File: config.mk
export PLATFORM = sky130hd
export DESIGN_NAME = cdt_core
export DESIGN_NICKNAME = d
export VERILOG_FILES = /design/src/cdt_pkg.sv /design/src/cdt_alu.sv /design/src/cdt_core.sv
export SDC_FILE = /design/constraint.sdc
export NUM_CORES = 1
export LEC_CHECK = 0
export BUFFER_PORTS_ARGS = -buffer_cell sky130_fd_sc_hd__buf_2
export CORE_UTILIZATION = 56
export CTS_CLUSTER_SIZE = 20
export DETAILED_ROUTE_END_ITERATION = 10
export MAX_ROUTING_LAYER = met4
export PLACE_DENSITY = 0.76
export REMOVE_ABC_BUFFERS = 1
export SLEW_MARGIN = 20
export SYNTH_ARGS = -nofsm -noshare
export SYNTH_HDL_FRONTEND = slang
export SYNTH_HIERARCHICAL = 1
export SYNTH_SLANG_ARGS = --single-unit
File: constraint.sdc
create_clock -name SYS_CLK -period 4.9 [get_ports SYS_CLK]
set_input_delay 0.245 -clock SYS_CLK [delete_from_list [all_inputs] [get_ports SYS_CLK]]
set_output_delay 0.245 -clock SYS_CLK [all_outputs]
set_load 0.02 [all_outputs]
File: src/cdt_pkg.sv
// constants, decode tables and types for the opcode decode and timing core
// assumes a single clock domain and a program memory that answers reads in one cycle
//
// Behaviour
// - multiply forms 16-bit unsigned index*accumulator, high byte index, one byte, 11 cycles
// - high nibble picks mode A,B,C,F,E,D with lengths 2,2,3,1,2,3 bytes
// - add-with-carry adds operand plus carry; arithmetic takes 2,3,4,3,4,5 cycles
// - low nibble 2 subtracts operand and borrow from accumulator, keeps difference
// - low nibble 8 exclusive-ors operand into the accumulator
// - low nibble 1 compares accumulator, nibble 3 compares index; flags only
// - low nibble 5 ands operand with accumulator for flags only
// - relative branches 20..2F are two bytes, 3 cycles; 20 always, 21 never
// - opcode 22 branches if unsigned higher, 23 if lower or same
// - opcode 24 branches on carry clear, 25 on carry set
// - opcode 28 branches on half-carry clear, 29 on half-carry set
// - opcode 2C branches on interrupt mask clear, 2D on mask set
// - opcode 2E branches when interrupt line low, 2F when high
// - relative call AD is two bytes, 6 cycles, pushes return address first
// - a branch whose condition fails acts as no-operation, continues sequentially
package cdt_pkg;

   // ==========================================================
   // addressing modes (opcode high nibble)
   localparam logic [3:0] MODE_IMM  = 4'ha;
   localparam logic [3:0] MODE_DIR  = 4'hb;
   localparam logic [3:0] MODE_EXT  = 4'hc;
   localparam logic [3:0] MODE_IX2  = 4'hd;
   localparam logic [3:0] MODE_IX1  = 4'he;
   localparam logic [3:0] MODE_IX   = 4'hf;
   localparam logic [3:0] MODE_REL  = 4'h2;

   // ==========================================================
   // register/memory functions (opcode low nibble)
   localparam logic [3:0] FN_SUB  = 4'h0;
   localparam logic [3:0] FN_CPA  = 4'h1;
   localparam logic [3:0] FN_SBW  = 4'h2;
   localparam logic [3:0] FN_CPI  = 4'h3;
   localparam logic [3:0] FN_AND  = 4'h4;
   localparam logic [3:0] FN_BIT  = 4'h5;
   localparam logic [3:0] FN_LDAC = 4'h6;
   localparam logic [3:0] FN_STAC = 4'h7;
   localparam logic [3:0] FN_XOR  = 4'h8;
   localparam logic [3:0] FN_ADC  = 4'h9;
   localparam logic [3:0] FN_ORA  = 4'ha;
   localparam logic [3:0] FN_ADD  = 4'hb;
   localparam logic [3:0] FN_JUMP = 4'hc;
   localparam logic [3:0] FN_CALL = 4'hd;
   localparam logic [3:0] FN_LDIX = 4'he;
   localparam logic [3:0] FN_STIX = 4'hf;

   // ==========================================================
   // branch conditions (low nibble of relative opcodes)
   localparam logic [3:0] BR_ALWAYS = 4'h0;
   localparam logic [3:0] BR_NEVER  = 4'h1;
   localparam logic [3:0] BR_HI     = 4'h2;
   localparam logic [3:0] BR_LS     = 4'h3;
   localparam logic [3:0] BR_CC     = 4'h4;
   localparam logic [3:0] BR_CS     = 4'h5;
   localparam logic [3:0] BR_NE     = 4'h6;
   localparam logic [3:0] BR_EQ     = 4'h7;
   localparam logic [3:0] BR_HCC    = 4'h8;
   localparam logic [3:0] BR_HCS    = 4'h9;
   localparam logic [3:0] BR_PL     = 4'ha;
   localparam logic [3:0] BR_MI     = 4'hb;
   localparam logic [3:0] BR_MC     = 4'hc;
   localparam logic [3:0] BR_MS     = 4'hd;
   localparam logic [3:0] BR_IL     = 4'he;

   // ==========================================================
   // special opcodes, cycle and byte figures
   localparam logic [7:0] OP_MULT   = 8'h42;
   localparam logic [7:0] OP_RCALL  = 8'had;
   localparam logic [3:0] CYC_MULT  = 4'hb;
   localparam logic [3:0] CYC_REL   = 4'h3;
   localparam logic [3:0] CYC_RCALL = 4'h6;
   localparam logic [3:0] CYC_BAD   = 4'h2;
   localparam logic [3:0] CYC_FIRST = 4'h1;
   localparam logic [3:0] CYC_STORE_EXTRA = 4'h1;
   localparam logic [3:0] CYC_JUMP_LESS   = 4'h1;
   localparam logic [3:0] CYC_CALL_EXTRA  = 4'h2;
   localparam logic [1:0] BYTES_ONE   = 2'h1;
   localparam logic [1:0] BYTES_TWO   = 2'h2;
   localparam logic [1:0] BYTES_THREE = 2'h3;

   // ==========================================================
   // stack: 6-bit pointer inside a fixed page, reset to top
   localparam logic [9:0]  STACK_PAGE  = 10'h003;
   localparam logic [5:0]  SP_RESET    = 6'h3f;
   localparam logic [15:0] PC_RESET    = 16'h0100;

   typedef enum {K_ALU, K_STORE, K_JUMP, K_CALL, K_BRANCH, K_RCALL, K_MULT, K_BAD} cdt_kind_e;

   // ==========================================================
   // decode helpers
   function automatic logic is_mem_mode(input logic [3:0] hi);
      return hi inside {MODE_IMM, MODE_DIR, MODE_EXT, MODE_IX2, MODE_IX1, MODE_IX};
   endfunction

   function automatic cdt_kind_e dec_kind(input logic [7:0] op);
      if (op == OP_MULT)
         return K_MULT;
      if (op == OP_RCALL)
         return K_RCALL;
      if (op[7:4] == MODE_REL)
         return K_BRANCH;
      if (!is_mem_mode(op[7:4]))
         return K_BAD;
      if (op[3:0] == FN_STAC || op[3:0] == FN_STIX)
         return (op[7:4] == MODE_IMM) ? K_BAD : K_STORE;
      if (op[3:0] == FN_JUMP)
         return (op[7:4] == MODE_IMM) ? K_BAD : K_JUMP;
      if (op[3:0] == FN_CALL)
         return K_CALL;
      return K_ALU;
   endfunction

   // instruction length by addressing mode
   function automatic logic [1:0] dec_bytes(input logic [7:0] op);
      if (op[7:4] == MODE_REL || op == OP_RCALL)
         return BYTES_TWO;
      unique case (op[7:4])
         MODE_IMM, MODE_DIR, MODE_IX1: return BYTES_TWO;
         MODE_EXT, MODE_IX2:           return BYTES_THREE;
         default:                      return BYTES_ONE;
      endcase
   endfunction

   // arithmetic/load cycle count by mode
   function automatic logic [3:0] base_cycles(input logic [3:0] hi);
      unique case (hi)
         MODE_IMM:          return 4'h2;
         MODE_DIR, MODE_IX: return 4'h3;
         MODE_EXT, MODE_IX1: return 4'h4;
         default:           return 4'h5;
      endcase
   endfunction

   function automatic logic [3:0] dec_cycles(input logic [7:0] op);
      unique case (dec_kind(op))
         K_MULT:   return CYC_MULT;
         K_RCALL:  return CYC_RCALL;
         K_BRANCH: return CYC_REL;
         K_BAD:    return CYC_BAD;
         K_STORE:  return base_cycles(op[7:4]) + CYC_STORE_EXTRA;
         K_JUMP:   return base_cycles(op[7:4]) - CYC_JUMP_LESS;
         K_CALL:   return base_cycles(op[7:4]) + CYC_CALL_EXTRA;
         default:  return base_cycles(op[7:4]);
      endcase
   endfunction

endpackage

File: src/cdt_alu.sv
// combinational arithmetic and logic unit for the register/memory group and multiply
// assumes the sequencer registers everything it produces
`timescale 1ns/1ps
module cdt_alu
   import cdt_pkg::*;
(
   // operation select
   input  wire logic       mult,
   input  wire logic [3:0] fn,
   // operands and current flags
   input  wire logic [7:0] a,
   input  wire logic [7:0] x,
   input  wire logic [7:0] m,
   input  wire logic       h_in,
   input  wire logic       n_in,
   input  wire logic       z_in,
   input  wire logic       c_in,
   // results
   output logic [7:0]      res,
   output logic [7:0]      res_hi,
   output logic            wr_a,
   output logic            wr_x,
   output logic            h_out,
   output logic            n_out,
   output logic            z_out,
   output logic            c_out
);

   logic [8:0]  sum;
   logic [4:0]  half;
   logic [8:0]  diff;
   logic [15:0] prod;
   logic        cin;

   // =========================================================
   // datapath
   always_comb
   begin
      cin    = (fn == FN_ADC) ? c_in : 1'b0;
      sum    = {1'b0, a} + {1'b0, m} + {8'h00, cin};
      half   = {1'b0, a[3:0]} + {1'b0, m[3:0]} + {4'h0, cin};
      diff   = {1'b0, (fn == FN_CPI) ? x : a} - {1'b0, m} - {8'h00, (fn == FN_SBW) & c_in};
      prod   = {8'h00, a} * {8'h00, x};
      res    = a;
      res_hi = x;
      wr_a   = 1'b0;
      wr_x   = 1'b0;
      h_out  = h_in;
      n_out  = n_in;
      z_out  = z_in;
      c_out  = c_in;
      if (mult)
      begin
         res    = prod[7:0];
         res_hi = prod[15:8];
         wr_a   = 1'b1;
         wr_x   = 1'b1;
         h_out  = 1'b0;
         c_out  = 1'b0;
      end
      else
      begin
         unique case (fn)
            FN_ADD, FN_ADC:
            begin
               res   = sum[7:0];
               wr_a  = 1'b1;
               h_out = half[4];
               c_out = sum[8];
            end
            FN_SUB, FN_SBW, FN_CPA, FN_CPI:
            begin
               res   = diff[7:0];
               wr_a  = (fn == FN_SUB) || (fn == FN_SBW);
               c_out = diff[8];
            end
            FN_AND, FN_BIT:
            begin
               res  = a & m;
               wr_a = (fn == FN_AND);
            end
            FN_ORA:
            begin
               res  = a | m;
               wr_a = 1'b1;
            end
            FN_XOR:
            begin
               res  = a ^ m;
               wr_a = 1'b1;
            end
            FN_LDAC:
            begin
               res  = m;
               wr_a = 1'b1;
            end
            FN_LDIX:
            begin
               res  = m;
               wr_x = 1'b1;
            end
            FN_STAC:
               res = a;
            FN_STIX:
               res = x;
            default:
               res = a;
         endcase
         n_out = res[7];
         z_out = (res == 8'h00);
      end
   end

endmodule

File: src/cdt_core.sv
// instruction sequencer: fetches opcodes, walks each instruction for its exact cycle count
// assumes program memory returns read data on MEM_RDATA in the cycle MEM_RD stands high
`timescale 1ns/1ps
module cdt_core
   import cdt_pkg::*;
#(
   parameter logic [15:0] RESET_PC = PC_RESET
)
(
   // clock and reset
   input  wire logic        SYS_CLK,
   input  wire logic        RSTN,
   // program and data memory bus
   output logic [15:0]      MEM_ADDR,
   output logic             MEM_RD,
   output logic             MEM_WR,
   output logic [7:0]       MEM_WDATA,
   input  wire logic [7:0]  MEM_RDATA,
   // external interrupt line level
   input  wire logic        IRQ_LINE,
   // core state view
   output logic [7:0]       ACC,
   output logic [7:0]       IDX,
   output logic [4:0]       CCR,
   output logic [15:0]      PC_NOW,
   output logic             INSTR_DONE,
   output logic             BAD_OPCODE
);

   typedef enum {PH_BOOT, PH_RUN} cdt_phase_e;

   typedef struct packed {
      cdt_phase_e  phase;
      logic [15:0] pc;
      logic [7:0]  a;
      logic [7:0]  x;
      logic [5:0]  sp;
      logic        h;
      logic        i;
      logic        n;
      logic        z;
      logic        c;
      logic [7:0]  op;
      logic [15:0] ea;
      logic [7:0]  dat;
      logic [3:0]  cyc;
      logic [15:0] mem_addr;
      logic        mem_rd;
      logic        mem_wr;
      logic [7:0]  mem_wdata;
      logic        done;
      logic        bad;
   } cdt_state_s;

   cdt_state_s s;
   cdt_state_s next_s;

   logic       rst_meta;
   logic       rst_sync;

   logic [7:0]  opc;
   cdt_kind_e   kind;
   logic [1:0]  nbytes;
   logic [3:0]  total;
   logic [3:0]  ready;
   logic [7:0]  operand;
   logic [15:0] ea_now;
   logic [15:0] target;
   logic        take;

   logic [7:0]  alu_res;
   logic [7:0]  alu_hi;
   logic        alu_wr_a;
   logic        alu_wr_x;
   logic        alu_h;
   logic        alu_n;
   logic        alu_z;
   logic        alu_c;

   // =========================================================
   // reset release through two flops; the async edge only clears them
   always_ff @(posedge SYS_CLK or negedge RSTN)
   begin
      if (!RSTN)
      begin
         rst_meta <= 1'b0;
         rst_sync <= 1'b0;
      end
      else
      begin
         rst_meta <= 1'b1;
         rst_sync <= rst_meta;
      end
   end

   // =========================================================
   // branch condition evaluation
   function automatic logic branch_taken(input logic [3:0] cond, input logic h, input logic i,
                                         input logic n, input logic z, input logic c,
                                         input logic line);
      logic t;
      unique case (cond[3:1])
         BR_ALWAYS[3:1]: t = 1'b1;
         BR_HI[3:1]:     t = !(c | z);
         BR_CC[3:1]:     t = !c;
         BR_NE[3:1]:     t = !z;
         BR_HCC[3:1]:    t = !h;
         BR_PL[3:1]:     t = !n;
         BR_MC[3:1]:     t = !i;
         BR_IL[3:1]:     t = !line;
         default:        t = 1'b0;
      endcase
      // odd condition codes are the inverse of the even ones
      return cond[0] ? !t : t;
   endfunction

   // =========================================================
   // execution unit
   cdt_alu u_alu (
      .mult   (kind == K_MULT),
      .fn     (opc[3:0]),
      .a      (s.a),
      .x      (s.x),
      .m      (operand),
      .h_in   (s.h),
      .n_in   (s.n),
      .z_in   (s.z),
      .c_in   (s.c),
      .res    (alu_res),
      .res_hi (alu_hi),
      .wr_a   (alu_wr_a),
      .wr_x   (alu_wr_x),
      .h_out  (alu_h),
      .n_out  (alu_n),
      .z_out  (alu_z),
      .c_out  (alu_c)
   );

   // =========================================================
   // decode of the current opcode; in cycle one it is still on the bus
   always_comb
   begin
      opc    = (s.cyc == CYC_FIRST) ? MEM_RDATA : s.op;
      kind   = dec_kind(opc);
      nbytes = dec_bytes(opc);
      total  = dec_cycles(opc);
      // cycle in which the effective address is complete; immediate and
      // relative operands ride on the byte fetch of cycle one
      ready  = (opc[7:4] == MODE_IMM || kind == K_BRANCH || kind == K_RCALL)
               ? CYC_FIRST : {2'b00, nbytes};
      // operand is live on the bus the cycle after its read, latched later
      operand = (s.cyc == ready + CYC_FIRST) ? MEM_RDATA : s.dat;
      ea_now  = (nbytes == BYTES_THREE) ? {s.ea[15:8], MEM_RDATA}
              : (nbytes == BYTES_TWO) ? {8'h00, MEM_RDATA} : 16'h0000;
      if (opc[7:4] inside {MODE_IX, MODE_IX1, MODE_IX2})
         ea_now = ea_now + {8'h00, s.x};
      take = branch_taken(opc[3:0], s.h, s.i, s.n, s.z, s.c, IRQ_LINE);
   end

   // =========================================================
   // sequencer: one pass per cycle, exec cycle also launches next fetch
   always_comb
   begin
      next_s        = s;
      next_s.mem_rd = 1'b0;
      next_s.mem_wr = 1'b0;
      next_s.done   = 1'b0;
      next_s.bad    = 1'b0;
      target        = s.pc;
      unique case (s.phase)
         PH_BOOT:
         begin
            next_s.mem_addr = RESET_PC;
            next_s.mem_rd   = 1'b1;
            next_s.pc       = RESET_PC + 16'h0001;
            next_s.cyc      = CYC_FIRST;
            next_s.phase    = PH_RUN;
         end
         PH_RUN:
         begin
            next_s.cyc = s.cyc + CYC_FIRST;
            if (s.cyc == CYC_FIRST)
            begin
               next_s.op  = MEM_RDATA;
               next_s.bad = (kind == K_BAD);
            end
            // remaining instruction bytes, one read per cycle
            if (s.cyc < {2'b00, nbytes})
            begin
               next_s.mem_addr = s.pc;
               next_s.mem_rd   = 1'b1;
               next_s.pc       = s.pc + 16'h0001;
            end
            // high address byte of a three byte form
            if (s.cyc == {2'b00, BYTES_TWO} && nbytes == BYTES_THREE)
               next_s.ea = {MEM_RDATA, 8'h00};
            // effective address: read operand or write store data
            if (s.cyc == ready && ready != CYC_FIRST - CYC_FIRST &&
                opc[7:4] != MODE_IMM && kind inside {K_ALU, K_STORE, K_JUMP, K_CALL})
            begin
               next_s.ea = ea_now;
               if (kind == K_ALU)
               begin
                  next_s.mem_addr = ea_now;
                  next_s.mem_rd   = 1'b1;
               end
               if (kind == K_STORE)
               begin
                  next_s.mem_addr  = ea_now;
                  next_s.mem_wr    = 1'b1;
                  next_s.mem_wdata = alu_res;
               end
            end
            if (s.cyc == ready + CYC_FIRST)
               next_s.dat = MEM_RDATA;
            // return address pushed low byte first, stack grows down
            if (kind == K_CALL || kind == K_RCALL)
            begin
               if (s.cyc == ready + CYC_FIRST || s.cyc == ready + CYC_FIRST + CYC_FIRST)
               begin
                  next_s.mem_addr  = {STACK_PAGE, s.sp};
                  next_s.mem_wr    = 1'b1;
                  next_s.mem_wdata = (s.cyc == ready + CYC_FIRST) ? s.pc[7:0] : s.pc[15:8];
                  next_s.sp        = s.sp - 6'h01;
               end
            end
            // last cycle: retire and fetch the next opcode
            if (s.cyc == total)
            begin
               unique case (kind)
                  K_ALU, K_MULT:
                  begin
                     if (alu_wr_a)
                        next_s.a = alu_res;
                     if (alu_wr_x)
                        next_s.x = (kind == K_MULT) ? alu_hi : alu_res;
                     next_s.h = alu_h;
                     next_s.n = alu_n;
                     next_s.z = alu_z;
                     next_s.c = alu_c;
                  end
                  K_STORE:
                  begin
                     next_s.n = alu_n;
                     next_s.z = alu_z;
                  end
                  K_JUMP, K_CALL:
                     target = (s.cyc == ready) ? ea_now : s.ea;
                  K_BRANCH:
                     if (take)
                        target = s.pc + {{8{operand[7]}}, operand};
                     else
                        target = s.pc;
                  K_RCALL:
                     target = s.pc + {{8{s.dat[7]}}, s.dat};
                  default:
                     target = s.pc;
               endcase
               next_s.mem_addr = target;
               next_s.mem_rd   = 1'b1;
               next_s.pc       = target + 16'h0001;
               next_s.cyc      = CYC_FIRST;
               next_s.done     = 1'b1;
            end
         end
      endcase
   end

   // =========================================================
   // state register; interrupt mask comes up set, as after a real reset
   always_ff @(posedge SYS_CLK or negedge rst_sync)
   begin
      if (!rst_sync)
      begin
         s       <= '0;
         s.phase <= PH_BOOT;
         s.sp    <= SP_RESET;
         s.i     <= 1'b1;
      end
      else
         s <= next_s;
   end

   // =========================================================
   // outputs straight from the state flops
   assign MEM_ADDR   = s.mem_addr;
   assign MEM_RD     = s.mem_rd;
   assign MEM_WR     = s.mem_wr;
   assign MEM_WDATA  = s.mem_wdata;
   assign ACC        = s.a;
   assign IDX        = s.x;
   assign CCR        = {s.h, s.i, s.n, s.z, s.c};
   assign PC_NOW     = s.pc;
   assign INSTR_DONE = s.done;
   assign BAD_OPCODE = s.bad;

endmodule

* Yosys cells after proc, flatten, opt, wreduce, memory -nomap -nowiden
Index checks and enable logic that the tools add are counted.
** Storage, ports and cells
- Flip-flop bits (word level) :: 109
- Latch bits :: 0
- Memory bits (writable) :: 0
- Memory bits (read-only) :: 0
- Memories kept :: 0
** Operators by class
- Add/sub/neg operators :: 18
- Multiply operators :: 1
- Divide/modulo/power cells :: 0
- Order comparisons :: 1
- Equality and inequality tests :: 54
- Shift operators :: 0
- Muxes and demuxes :: 106
- Bitwise operators :: 6
- Reductions and logical operators :: 50
** Operator list (count)
- two-way mux 32 bit :: 17
- two-way mux 16 bit :: 13
- equality test 32 x 3 -> 1 bit (second input constant) :: 5
- equality test 32 x 4 -> 1 bit (second input constant) :: 4
- equality test 32 x 2 -> 1 bit (second input constant) :: 3
- zero test 32 bit :: 3
- two-way mux 8 bit :: 10
- equality test 4 bit (second input constant) :: 14
- one-hot mux 8 bit (7 select lines) :: 1
- one-hot mux 16 bit (3 select lines) :: 1
- one-hot mux 21 bit (2 select lines) :: 1
- two-way mux 1 bit :: 39
- two-way mux 17 bit :: 2
- adder 16 x 1 -> 16 bit (second input constant) :: 2
- adder 16 bit :: 2
- equality test 32 x 1 -> 1 bit (second input constant) :: 1
- one-hot mux 16 bit (2 select lines) :: 1
- one-hot mux 4 bit (7 select lines) :: 1
- two-way mux 9 bit :: 3
- two-way mux 26 bit :: 1
- two-way mux 21 bit :: 1
- AND reduction 4 bit :: 5
- adder 16 x 8 -> 16 bit :: 1
- equality test 4 x 2 -> 1 bit (second input constant) :: 4
- 57 further kinds :: 101

* Depth between registers and ports, before layout
- Word-level depth :: 50
- Depth in mapped cells :: 30
- Depth with buffers taken out :: 25

* Modules after synthesis
The synthesis kept the hierarchy.
** By module, submodules not included
- cdt_core :: instances 1, cells an instance 1223, area each 10243.6 um^2, seq. area each 2735.1 um^2
- cdt_alu :: instances 1, cells an instance 523, area each 4078.9 um^2, seq. area each 0.0 um^2

* Worst setup path before layout
No wires, ideal clock.
- Kind :: register to register
- Start :: register s[29] (netlist bit)
- End :: register s (netlist bit PC_NOW[15])
- Setup time :: 126 ps
- Arrival time :: 6542 ps
- Required time :: 4774 ps
- Slack :: -1769 ps
- Stages on the path, launching flop included :: 28
- Buffers on the path :: 5
- Period minus slack after synthesis :: 6669 ps
- Cells stage by stage :: dfrtp_1 -> clkbuf_1 -> inv_1 -> ha_1 -> or3b_1 -> buf_2 -> buf_6 -> a211oi_2 -> o211ai_2 -> inv_1 -> ha_1 -> xor2_1 -> or4_1 -> clkbuf_1 -> clkbuf_1 -> o21ai_0 -> ha_1 -> and3_1 -> a221o_1 -> a41oi_1 -> xnor2_1 -> a222oi_1 -> o21a_1 -> nor4b_1 -> a41oi_1 -> a21oi_1 -> a211oi_1 -> a311o_1
** Between the ends
- Cells in the longest elaborated chain, start to end :: 35
- Elaborated cells on any way between the ends :: 127
- Classes of those cells :: add/sub (7); order compare (1); eq/ne (36); mux (70); reduce/logical (13)
** Ends and longest elaborated chain
- start: declaration :: line cdt_core.sv:55 : cdt_state_s s;
- start signal: assignment :: line cdt_core.sv:281 : s <= next_s;
- equality test 4 x 1 -> 1 bit :: line cdt_core.sv:143 : opc = (s.cyc == CYC_FIRST) ? MEM_RDATA : s.op;
- two-way mux 8 bit
- equality test 8 x 7 -> 1 bit :: line cdt_pkg.sv:100 : if (op == OP_MULT)
- two-way mux 3 bit :: line cdt_pkg.sv:100
- two-way mux 32 bit (2 in series) :: line cdt_pkg.sv:102 : if (op == OP_RCALL)
- two-way mux 32 bit (2 in series) :: line cdt_pkg.sv:104 : if (op[7:4] == MODE_REL)
- two-way mux 32 bit :: line cdt_pkg.sv:102
- two-way mux 32 bit :: line cdt_pkg.sv:106 : if (!is_mem_mode(op[7:4]))
- [17 not listed]
- via operand[2] :: line cdt_core.sv:66 : logic [7:0] operand;
- adder 16 bit (*) :: line cdt_core.sv:251 : target = s.pc + {{8{operand[7]}}, operand};
- two-way mux 16 bit (*) :: line cdt_core.sv:250 : if (take)
- one-hot mux 16 bit (3 select lines) (*) :: line cdt_core.sv:230 : unique case (kind)
- two-way mux 16 bit (*) :: line cdt_core.sv:228 : if (s.cyc == total)
- two-way mux 16 bit (*) :: line cdt_core.sv:170 : unique case (s.phase)
- adder 16 x 1 -> 16 bit (*) :: line cdt_core.sv:261 : next_s.pc = target + 16'h0001;
- two-way mux 32 bit (*) :: line cdt_core.sv:228
- one-hot mux 16 bit (2 select lines) (*) :: line cdt_core.sv:170
The timed path passes the listed nets; every way through them passes the cells marked *. The select of a mux whose other input is x is not followed.
A chain may end at the register's enable or synchronous reset.

* Final worst setup path
- Start :: register s[29] (netlist bit)
- End :: register s (netlist bit PC_NOW[14])
Same word-level chain as after synthesis.

==> flow_summary.ini <==
[clocking]
tritoncts = yes
numCtsBuffers = 9
clk_pin_slew_ns = 0.11
h-tree-depth = 3
cts.sinks = 109
clk_path_buf_depth = 2
clk_latency_ns = 0.39
cts_root_buf = clkbuf_16

[critical_path]
cp_max_fo = 8
endpoint_kind = flop
worstSetupPathType = reg2reg
worstSetupStartpointType = flop
slowest_delay_ns = 0.50
arrival_ns = 6.04
required_ns = 5.14
critPathSlowestCell = or4_1

[outcome]
violations = design-rule violations, negative setup slack
status = complete, but fails checks

[yosys]
synth_top_family_by_area = compound AO/OA/AOI/OAI gates
ys_types = 103
ys.flop_type = dfrtp_1
syn_avg_cell_area_um2 = 8.20
synth-xor-area-share_pct = 5.59
synthSimpleGateAreaFrac_pct = 20.0
synth.area.top_cells = dfrtp_1 18%, ha_1 10%, fa_1 6.2%
async_flop_share_pct = 100
muxShareOfSynthArea_pct = 7.80
synth-compound-area-share_pct = 21.6
synth_top_area_share_pct = 18.0
yosysWarningCount = 6
synth-adder-area-share_pct = 16.4
synth_edf_count = 0
yosysTopAreaCell = dfrtp_1
ys_ff_latch = 109
syn_area_um2 = 14300
netlist_instances = 1746
ys_seq_area_share_pct = 19.1

[grt]
grt_pass1_vias = 14900
grt_max_degree = 59
antenna_found_initial = 0
grt_pass1_wl_um = 82100
grt.overflow.total = 0
grt_usage_pct = 41.4

[route]
drc = 1
vias = 15300
antenna_left = 0
viasPerCell = 6.50
drt_pass1_iterations = 9
wl_per_cell_um = 22.6
routed_wirelength_um = 53400
drt_iter0_drc = 1925

[worst_hold_path]
hp-class = in2reg

[floorplanning]
core_area_um2 = 25100
dieArea_um2 = 26200
initial_core_util_pct = 57.0
die_h_um = 162
die_w_um = 162
num_rows = 58
pin_count = 76

[placement]
gp_congestion = 1.01
dp_hpwl_um = 38700
place.port_buffers = 74
placed_cell_area_um2 = 16600
place_ws_ns = -1.13

[sta]
fin_crit_ns = 5.79
fin_crit_sh_pct = 118
relSlewSlack_pct = 24.1
finalWorstSetupSlack_ns = -0.894
slew_violations = 0
rsz0062_at_grt = true
setup_viol = 50
final.setup_skew_ns = 0.0222
max_freq_mhz = 173
holdWs_ns = 0.155
hold_viol_final = 0
tightest_slew_ns = 1.11

[layout]
final_common_cell = buf_4
layout.nets = 2199
diodes = 0
syn2layout_area_growth_pct = 27.6
layout-drive-gt1-share_pct = 34.2
fin_area_um2 = 18300
final_cell_mix = 331 x buf_4, 127 x nand2_1, 109 x nor2_1, 108 x inv_1, 104 x ha_1
fillCellCount = 1883

[job]
drv_cap = 0
-- flip-flops by register name (all words and copies together) (netlist names) --
signal / cells
s: 43
PC_NOW: 16
MEM_RD: 1
MEM_WDATA: 8
rst_meta: 1
MEM_ADDR: 16
BAD_OPCODE: 1
IDX: 8
MEM_WR: 1
INSTR_DONE: 1
CCR: 4
rst_sync: 1
ACC: 8
-- cell usage after synthesis (44+ instances only) --
master and n:
mux2_2 49, and2_1 79, a21oi_1 96, fa_1 44, o21ai_0 95, xnor2_1 49
buf_4 66, inv_1 114, clkbuf_1 66, nand3_1 48, nor2_1 121, dfrtp_1 103
ha_1 117, mux2i_1 54, nand2_1 133
-- timing repair --
action                     in CTS  in global routing
hold endpoints to repair        2                  0
hold buffers                    1                  0
pin swaps                      80                 55
buffers inserted               25                 22
setup endpoints to repair      55                 58
resized for setup             161                 78
-- final timing paths --
kind	from	to	slack (ns)	depth (start not counted)
worst max-delay path	s[29]	PC_NOW[14]	-0.89	27
worst min-delay path	MEM_RDATA[6]	s[62]	0.16	2
worst max register to register	s[29]	PC_NOW[14]	-0.89	27
worst min register to register	rst_meta	rst_sync	0.35	0
max in group asynchronous	rst_sync	MEM_ADDR[1]	3.18	1
min in group asynchronous	RSTN	rst_sync	0.17	2
-- logic make-up after synthesis --
group                      count (synthesis)
and+or+nand+nor                          553
AOI/OAI and AO/OA                        453
buffers and inverters                    275
adders and majority gates                161
DFF                                      109
muxes                                    105
xor gates and xnor gates                  89
other                                      1
-- per-stage QoR --
step	util [%]	setup TNS, ns	std cells
after global placement	66.1	-23.15	2307
after detailed placement	66.1	-31.77	2307
after global routing	72.8	-29.02	2362
after CTS	70.8	-15.59	2344
after floorplan	-	-59.30	1589
final	72.8	-23.01	2362
-- layout make-up --
class                      count  area (µm²)  share of cell area (%)
multi-input combinational   1364       11200                    61.5
timing repair buffer         427        3130                    17.1
sequential                   109        2740                    15.0
inverter                     116         440                    2.41
tap                          330         413                    2.26
clock buffer                   9         225                    1.23
clock inverter                 7        88.8                   0.486
-- critical path, delay by kind of cell (launching register included) --
| family | cells | cell delay (ns) |
|---|---|---|
| fa+ha+maj | 3 | 0.49 |
| simple gates | 5 | 1.54 |
| compound gates | 9 | 1.62 |
| buf+inv | 6 | 0.76 |
| xor+xnor | 3 | 0.46 |
| mux | 1 | 0.33 |
| flops | 1 | 0.42 |
-- per-layer routing --
layer / track usage, % / vias up / routed length [µm]
met5: - / - / 0
met4: 21.8 / 0 / 3250
met3: 6.38 / 257 / 5200
met2: 64.7 / 991 / 24400
met1: 51.7 / 7351 / 20600
li1: - / 6747 / -
Power is left out: the tool's default activity adds up to more than one toggle a clock period on the data nets, which glitch-free logic cannot reach.
